## src/rtl/hub_ctrl_pkg.sv

```systemverilog
package hub_ctrl_pkg;

  // ==========================================================
  // register map (word offsets are byte addresses)
  localparam logic [7:0] ADDR_CONTROL  = 8'h00;
  localparam logic [7:0] ADDR_STATUS   = 8'h04;
  localparam logic [7:0] ADDR_IRQ_STAT = 8'h08;
  localparam logic [7:0] ADDR_IRQ_MASK = 8'h0c;
  localparam logic [7:0] ADDR_CLKSEL   = 8'h10;

  localparam int IRQ_W = 4;

  // control register fields
  localparam int CTL_CONNECT_HOLD = 0;
  localparam int CTL_SUSP_SELECT  = 1;
  localparam int CTL_INIT_DONE    = 2;

  // reset values
  localparam logic             CONNECT_HOLD_RST = 1'b1;
  localparam logic [IRQ_W-1:0] IRQ_MASK_RST     = 4'h0;

  // ==========================================================
  // reference clock frequency codes, in units of 100 kHz
  localparam logic [9:0] FREQ_P00 = 10'h180;
  localparam logic [9:0] FREQ_P01 = 10'h104;
  localparam logic [9:0] FREQ_P10 = 10'h0c0;
  localparam logic [9:0] FREQ_P11 = 10'h078;
  localparam logic [9:0] FREQ_S00 = 10'h0f0;
  localparam logic [9:0] FREQ_S01 = 10'h10e;
  localparam logic [9:0] FREQ_S10 = 10'h0fa;
  localparam logic [9:0] FREQ_S11 = 10'h1f4;

  // ==========================================================
  // timing
  localparam int CLK_MHZ      = 25;
  localparam int INIT_TIME_US = 3000;
  localparam int INIT_CYCLES  = INIT_TIME_US * CLK_MHZ;
  localparam int CNT_W        = 24;

  typedef enum logic [1:0] {
    STAGE_STANDBY = 2'b00,
    STAGE_INIT    = 2'b01,
    STAGE_CONNECT = 2'b10,
    STAGE_COMM    = 2'b11
  } stage_type;

  typedef struct packed {
    logic [2:0] pipe;
    logic       level;
  } sync_type;

  typedef struct packed {
    logic [1:0]  htrans;
    logic        hwrite;
    logic [7:0]  haddr;
    logic        hsel;
  } ahb_addr_type;

endpackage : hub_ctrl_pkg

```

## src/rtl/pin_sync.sv

```systemverilog
`timescale 1ns/1ps
module pin_sync
  import hub_ctrl_pkg::*;
#(
  parameter logic RST_VAL = 1'b0
) (
  input  wire logic core_clk_i,
  input  wire logic srst_i,
  input  wire logic pin_i,
  output logic      level_o
);

  sync_type state;
  sync_type next_state;

  // ==========================================================
  // three stages; a change counts once stages two and three agree
  always_comb begin
    next_state = state;
    next_state.pipe = {state.pipe[1:0], pin_i};
    if (state.pipe[2] == state.pipe[1]) begin
      next_state.level = state.pipe[2];
    end
  end

  always_ff @(posedge core_clk_i) begin
    if (srst_i) begin
      state <= '{pipe: {3{RST_VAL}}, level: RST_VAL};
    end else begin
      state <= next_state;
    end
  end

  assign level_o = state.level;

endmodule : pin_sync

```

## src/rtl/hub_startup_ctrl.sv

```systemverilog
// Decided for this implementation: the AHB-Lite register port and the address map.
`timescale 1ns/1ps
// Notes on behaviour
// low chip reset holds the block reset, in standby
// connect input high moves the hub into communication
// connect input low: wait for software to negate connect hold
// connect input high: enter communication ignoring connect hold
// rising edge on connect input leads into communication
// system must not raise connect input while in standby
// logic uses rising edges of the reference clock only
// interrupt pin high at init selects primary frequency set
// interrupt pin low at init selects secondary frequency set
// external source pulls interrupt pin low at init, then releases
// interrupt output is open drain, pulls low when active
// status register captures events, mask selects which interrupt
// status bits stay set until software clears them
// latched status bit stays set after its condition ends
// bits set only on a fresh rising event
// suspend select makes interrupt show configured and suspend level
// general mode: pin falls on enabled event, rises after clear
// suspend mode: low if unconfigured or suspended, else high
// frequency straps latched at init and kept afterwards
// interrupt asserted while any status bit and its mask are set; code does this only while suspend select is clear
module hub_startup_ctrl
  import hub_ctrl_pkg::*;
#(
  parameter int INIT_COUNT = INIT_CYCLES
) (
  input  wire logic              core_clk_i,
  input  wire logic              srst_i,
  input  wire logic              chip_reset_n_i,
  input  wire logic              hub_connect_i,
  input  wire logic [1:0]        ref_sel_i,
  input  wire logic              irq_pin_i,
  input  wire logic [IRQ_W-1:0]  irq_cond_i,
  input  wire logic              hub_configured_i,
  input  wire logic              hub_suspended_i,
  input  wire logic              hsel_i,
  input  wire logic [31:0]       haddr_i,
  input  wire logic [1:0]        htrans_i,
  input  wire logic              hwrite_i,
  input  wire logic [2:0]        hsize_i,
  input  wire logic [31:0]       hwdata_i,
  input  wire logic              hready_i,
  output logic [31:0]            hrdata_o,
  output logic                   hreadyout_o,
  output logic                   hresp_o,
  output logic                   irq_pin_o,
  output logic                   irq_pin_oe_o,
  output logic [9:0]             ref_freq_o,
  output logic                   hub_comm_o,
  output logic                   standby_o
);

  localparam logic [CNT_W-1:0] INIT_LAST = CNT_W'(INIT_COUNT - 1);

  typedef struct packed {
    stage_type          stage;
    logic [CNT_W-1:0]   count;
    logic               connect_hold;
    logic               susp_select;
    logic [IRQ_W-1:0]   irq_stat;
    logic [IRQ_W-1:0]   irq_mask;
    logic [IRQ_W-1:0]   cond_prev;
    logic               connect_prev;
    logic [1:0]         sel_latched;
    logic               bank_primary;
    logic [9:0]         freq;
    ahb_addr_type       ap;
    logic [31:0]        rdata;
    logic               irq_drive;
    logic               in_comm;
    logic               in_standby;
  } core_state_type;

  core_state_type state;
  core_state_type next_state;

  logic            reset_n_s;
  logic            connect_s;
  logic            irq_pin_s;
  logic [1:0]      sel_s;
  logic [IRQ_W-1:0] rise;
  logic            wr_fire;
  logic            rd_fire;
  logic            irq_active;

  // ==========================================================
  // pin synchronisers
  pin_sync #(.RST_VAL(1'b0)) u_sync_rst (
    .core_clk_i (core_clk_i),
    .srst_i     (srst_i),
    .pin_i      (chip_reset_n_i),
    .level_o    (reset_n_s)
  );
  pin_sync #(.RST_VAL(1'b0)) u_sync_con (
    .core_clk_i (core_clk_i),
    .srst_i     (srst_i),
    .pin_i      (hub_connect_i),
    .level_o    (connect_s)
  );
  // external pull-up keeps the pin high unless something drives it
  pin_sync #(.RST_VAL(1'b1)) u_sync_irq (
    .core_clk_i (core_clk_i),
    .srst_i     (srst_i),
    .pin_i      (irq_pin_i),
    .level_o    (irq_pin_s)
  );
  pin_sync #(.RST_VAL(1'b0)) u_sync_sel0 (
    .core_clk_i (core_clk_i),
    .srst_i     (srst_i),
    .pin_i      (ref_sel_i[0]),
    .level_o    (sel_s[0])
  );
  pin_sync #(.RST_VAL(1'b0)) u_sync_sel1 (
    .core_clk_i (core_clk_i),
    .srst_i     (srst_i),
    .pin_i      (ref_sel_i[1]),
    .level_o    (sel_s[1])
  );

  // ==========================================================
  // frequency lookup
  function automatic logic [9:0] freq_of(input logic primary,
                                         input logic [1:0] sel);
    logic [9:0] f;
    f = FREQ_P00;
    unique case ({primary, sel})
      3'h4: f = FREQ_P00;
      3'h5: f = FREQ_P01;
      3'h6: f = FREQ_P10;
      3'h7: f = FREQ_P11;
      3'h0: f = FREQ_S00;
      3'h1: f = FREQ_S01;
      3'h2: f = FREQ_S10;
      3'h3: f = FREQ_S11;
    endcase
    return f;
  endfunction : freq_of

  // fresh rising events only
  assign rise = irq_cond_i & ~state.cond_prev;
  assign wr_fire = state.ap.hsel && state.ap.htrans[1] && state.ap.hwrite;
  assign rd_fire = hsel_i && htrans_i[1] && !hwrite_i && hready_i;
  assign irq_active = |(state.irq_stat & state.irq_mask);

  // ==========================================================
  // next state
  always_comb begin
    next_state = state;
    next_state.cond_prev = irq_cond_i;
    next_state.connect_prev = connect_s;

    // sticky status; a clear write loses against a same-cycle event
    if (wr_fire && state.ap.haddr == ADDR_IRQ_STAT) begin
      next_state.irq_stat = state.irq_stat & ~hwdata_i[IRQ_W-1:0];
    end
    next_state.irq_stat = next_state.irq_stat | rise;
    // no path clears a bit when its condition drops

    if (wr_fire) begin
      unique case (state.ap.haddr)
        ADDR_CONTROL: begin
          next_state.connect_hold = hwdata_i[CTL_CONNECT_HOLD];
          next_state.susp_select  = hwdata_i[CTL_SUSP_SELECT];
        end
        ADDR_IRQ_MASK: next_state.irq_mask = hwdata_i[IRQ_W-1:0];
        default: ;
      endcase
    end

    unique case (state.stage)
      STAGE_STANDBY: begin
        next_state.count = '0;
        if (reset_n_s) begin
          next_state.stage = STAGE_INIT;
        end
      end
      STAGE_INIT: begin
        // straps and bank caught continuously, last sample kept
        next_state.sel_latched  = sel_s;
        next_state.bank_primary = irq_pin_s;
        next_state.count = state.count + 1'b1;
        if (state.count == INIT_LAST) begin
          next_state.freq  = freq_of(irq_pin_s, sel_s);
          next_state.stage = STAGE_CONNECT;
        end
      end
      STAGE_CONNECT: begin
        // high level or rising edge
        if (connect_s || (connect_s && !state.connect_prev)) begin
          next_state.stage = STAGE_COMM;
        end else if (!state.connect_hold) begin
          next_state.stage = STAGE_COMM;
        end
      end
      STAGE_COMM: ;
    endcase

    if (state.susp_select) begin
      next_state.irq_drive = !hub_configured_i || hub_suspended_i;
    end else begin
      next_state.irq_drive = |(next_state.irq_stat & next_state.irq_mask);
    end

    next_state.ap = '{htrans: htrans_i, hwrite: hwrite_i,
                      haddr: haddr_i[7:0], hsel: hsel_i && hready_i};
    next_state.rdata = '0;
    if (rd_fire) begin
      unique case (haddr_i[7:0])
        ADDR_CONTROL:  next_state.rdata = {29'h0, state.stage != STAGE_INIT,
                                           state.susp_select,
                                           state.connect_hold};
        ADDR_STATUS:   next_state.rdata = {29'h0, state.bank_primary,
                                           state.stage};
        ADDR_IRQ_STAT: next_state.rdata = {28'h0, state.irq_stat};
        ADDR_IRQ_MASK: next_state.rdata = {28'h0, state.irq_mask};
        ADDR_CLKSEL:   next_state.rdata = {20'h0, state.freq,
                                           state.sel_latched};
        default:       next_state.rdata = '0;
      endcase
    end

    // standby resets stage, control, status, mask and drive; straps, frequency and bus pipe kept; see
    if (!reset_n_s) begin
      next_state.stage        = STAGE_STANDBY;
      next_state.connect_hold = CONNECT_HOLD_RST;
      next_state.susp_select  = 1'b0;
      next_state.irq_stat     = '0;
      next_state.irq_mask     = IRQ_MASK_RST;
      next_state.irq_drive    = 1'b0;
    end
    // stage flags registered so the pins come straight from flops
    next_state.in_comm    = next_state.stage == STAGE_COMM;
    next_state.in_standby = next_state.stage == STAGE_STANDBY;
  end

  // ==========================================================
  // registers, all on the rising edge; see
  always_ff @(posedge core_clk_i) begin
    if (srst_i) begin
      state <= '{stage: STAGE_STANDBY, count: '0,
                 connect_hold: CONNECT_HOLD_RST, susp_select: 1'b0,
                 irq_stat: '0, irq_mask: IRQ_MASK_RST, cond_prev: '0,
                 connect_prev: 1'b0, sel_latched: 2'b00,
                 bank_primary: 1'b1, freq: FREQ_P00, ap: '0,
                 rdata: '0, irq_drive: 1'b0, in_comm: 1'b0,
                 in_standby: 1'b1};
    end else begin
      state <= next_state;
    end
  end

  // open drain: output level is always low, enable pulls; see
  assign irq_pin_o    = 1'b0;
  assign irq_pin_oe_o = state.irq_drive;
  assign hrdata_o     = state.rdata;
  assign hreadyout_o  = 1'b1;
  assign hresp_o      = 1'b0;
  assign ref_freq_o   = state.freq;
  assign hub_comm_o   = state.in_comm;
  assign standby_o    = state.in_standby;
endmodule : hub_startup_ctrl

```

## config.mk

```make
export PLATFORM = sky130hd
export DESIGN_NAME = hub_startup_ctrl
export DESIGN_NICKNAME = d
export VERILOG_FILES = /design/src/rtl/hub_ctrl_pkg.sv /design/src/rtl/pin_sync.sv /design/src/rtl/hub_startup_ctrl.sv
export SDC_FILE = /design/constraint.sdc
export NUM_CORES = 1
export LEC_CHECK = 0
export BUFFER_PORTS_ARGS = -buffer_cell sky130_fd_sc_hd__clkbuf_2
export CAP_MARGIN = 20
export CORE_MARGIN = 3
export CORE_UTILIZATION = 40
export DETAILED_ROUTE_END_ITERATION = 10
export PLACE_DENSITY = 0.66
export SETUP_SLACK_MARGIN = 0.5
export SLEW_MARGIN = 20
export SYNTH_ARGS = -nofsm -noshare
export SYNTH_HDL_FRONTEND = slang
export SYNTH_SLANG_ARGS = --single-unit
```

## constraint.sdc

```tcl
create_clock -name core_clk_i -period 2.8 [get_ports core_clk_i]
set_clock_uncertainty 0.2 [all_clocks]
set_input_delay 0.28 -clock core_clk_i [delete_from_list [all_inputs] [get_ports core_clk_i]]
set_output_delay 0.28 -clock core_clk_i [all_outputs]
set_load 0.05 [all_outputs]
```

==> results by group <==
Synth
  – Share of the synthesized area in the top cell type: 0.473
  – Yosys warns: 0
  – Synthesized area: just under 4000 sq um
  – Post-synth top cells: dfxtp_1 (94), nor2_1 (51), buf_4 (45), nor2b_1 (32), nand2_1 (22)
  – Syn Area/Cell: about 9.4 sq um
  – Synth area leader: dfxtp_1
  – Syn Inst Count: 423
  – FFs w/ async S/R, synth: 0
  – Post-synth EDFFs: 0
  – FF+latch count, synth: between 90 and 100
  – Count leader, synth: dfxtp_1
  – Main area contributors after synthesis: dfxtp_1 (47%), buf_4 (8.5%), nor2b_1 (5.0%)
  – Most used flip-flop cell after synthesis: dfxtp_1
  – Yosys cell types: 51
  – Seq/Total Area, Yosys: 0.473

Timing
  – Setup_tns: 0 ns
  – Fmax: 460 MHz
  – Worst hold slack: around 0.036 ns
  – Final Max Tran Viols: 0
  – Tightest Pin Transition: 0.950 ns
  – Post-layout min period: 2.17 ns
  – Max transition margin: 0.366
  – Final Worst Setup Slack: about 0.63 ns
  – Hold Violations, Final: 0
  – Final Setup Violations: 0
  – Final Cycle Share: 0.776
  – RSZ-0062 raised after global routing: yes

Power and ir drop
  – Clock Power Share: 0.373
  – Peak VDD IR: 355 uV
  – Int Pwr: 1.85 mW
  – Sw Ratio: 0.243
  – Combinational group share of total power: 0.070
  – Cell Pwr Density: ~540 nW/um^2
  – Total power: 2.45 mW
  – Reg power frac: 0.558
  – Leakage: between 1.5 and 2 nW
  – Sw Pwr: between 0.5 and 0.6 mW

Finish
  – Layout area overhead: 14.6%
  – Final cell count without fillers: a little over 600
  – Final instance area: between 4000 and 5000 sq um
  – Util after Layout: 0.482
  – Final net count: roughly 570
  – Share of cells above drive strength 1: 0.195
  – Diodes inserted: 0

Floorplanning
  – Core area: approximately 9500 sq um
  – # rows: 35
  – Initial Utilization: 0.420
  – Die width: roughly 110 um
  – Die Y: approximately 110 um
  – Io pins: 133
  – Die area: 11200 sq um

Worst setup path
  – Reg2reg path depth: 7
  – R2R Setup Slk: between 0.6 and 0.7 ns
  – Critical Path Start Type: input pin
  – Critical R2R Launch: state[75]
  – Critical path's slowest cell: or4_1
  – CP max FO: 10
  – WS Path Type: in -> reg
  – Max incr delay on CP: 0.62 ns
  – Critical path arrival: roughly 2.2 ns
  – Largest delay share family, worst path: simple AND/OR/NAND/NOR gates
  – CP startpoint: haddr_i[1]
  – Critical Path End Type: flop
  – Buf/Inv on CP: 3
  – CP cell instances: dlygate4sd3_1 -> clkbuf_2 -> or4_1 -> nor3_2 -> buf_4 -> o21ai_1 -> nor2_1
  – Critical Path RT: 2.87 ns
  – Reg-to-reg critical path endpoint: ref_freq_o[8]

Flow run
  – Number of max-cap violations: 0

Routing
  – DR WL/cell: 12.2 um
  – 1st-pass router iterations: 4
  – Routed vias: 2838
  – Via density: between 4 and 5
  – Routed Antenna Nets: 0
  – DRC: 0
  – Drt total wl: between 7000 and 8000 um
  – Initial drt markers: just under 60

Clock tree
  – H-Tree Level Count: 3
  – CTS tree: yes
  – Post-CTS Repair Setup Buffers: 0
  – Root Buffer: clkbuf_8
  – Reg clk slew, reported paths: ~0.090 ns
  – CTS Buf Count: 9
  – Worst-Skew Late Latency: 0.35 ns
  – Clock Path Buffers: 2
  – TritonCTS Sinks: 94

Place
  – DP HPWL: between 5000 and 6000 um
  – DP Worst Slack: 0.607 ns
  – Placed insts: 574
  – Placer Congestion: between 0.7 and 0.8
  – Placed cell areas: 4130 sq um
  – IO Port Bufs: 50

Hold path
  – HP Start: hwdata_i[3]
  – Hold Path End: state[68]
  – Hold depth: 3
  – Hold Path Class: in -> reg

GRT
  – All-Layer GR Usage: 0.138
  – First-pass GRT wire length: between 10000 and 15000 um
  – Pin count of the biggest net entering global routing: 40
  – Overflow after GRT: 0
  – Initial antenna violation count: 0
  – Vias in the first global route: 2732

Status
  – Status: completed
## cell type report
class	count	area [sq um]
Sequential cell	94	1880
Inverter	11	41.3
Clock inverter	6	68.8
Multi-Input combinational cell	283	1750
Clock buffer	10	138
Timing Repair Buffer	78	513
Tap cell	129	161
Fill cell	924	4900
## cells by family after synthesis
| kind of cell | synth area share |
|---|---|
| compound gates | 0.0812 |
| xor+xnor | 0.0441 |
| fa+ha+maj | 0.0126 |
| buf+inv | 0.113 |
| flops | 0.473 |
| mux | 0.0337 |
| other cells | 0.00189 |
| simple gates | 0.240 |
## registers in the layout (all words and copies together) (netlist names), 2 cells and up
register / flops
u_sync_irq.next_state: 2
hrdata_o: 10
u_sync_sel1.next_state: 2
state: 54
ref_freq_o: 7
u_sync_con.next_state: 2
u_sync_sel0.next_state: 2
u_sync_rst.next_state: 2
## worst reg2reg max path: cells and delay by family, from the launching register on
| kind | cells | cell delay, ns |
|---|---|---|
| flops | 1 | 0.38 |
| buf+inv | 1 | 0.25 |
| fa+ha+maj | 1 | 0.22 |
| compound gates | 1 | 0.30 |
| simple gates | 4 | 0.69 |
## power by group through the flow
stage | Sequential, mW | Clock [mW] | Combinational (mW)
CTS | 1.36 | 0.941 | 0.168
global placement | 1.39 | 0 | 0.144
finish | 1.36 | 0.912 | 0.170
detailed placement | 1.40 | 0 | 0.145
floorplan | 1.39 | 0 | 0.143
global route | 1.37 | 0.997 | 0.183
## layout by cell type, fill, tap and decap left out, types with 11 or more instances in the layout
cell           instances
nor2_1                51
conb_1                26
xor2_1                16
nand3_1               11
o21ai_0               12
nand2_1               22
inv_1                 11
dfxtp_1               94
nor2b_1               31
dlygate4sd3_1         21
a21oi_1               19
clkbuf_2              50
## repair_timing
action,4_1_cts,5_1_grt
endpoints found under the setup margin,0,6
hold endpoints to repair,20,0
resized for setup,0,3
hold buffers,21,0
## worst max path at each step
| stage | to | cells past startpoint |
|---|---|---|
| global placement | ref_freq_o[7] | 7 |
| CTS | ref_freq_o[8] | 7 |
| finish | hrdata_o[3] | 7 |
| floorplan | ref_freq_o[1] | 7 |
| detailed placement | ref_freq_o[8] | 7 |
| global route | hrdata_o[1] | 7 |
## per-layer routing
layer,vias to the layer above,global-route usage,wire length (um)
met4,0,0.0601,129
met3,12,0.0337,264
met2,52,0.226,3670
met5,-,0,0
li1,1464,-,-
met1,1310,0.171,3410
No activity file was read; power rests on OpenSTA's default activity.
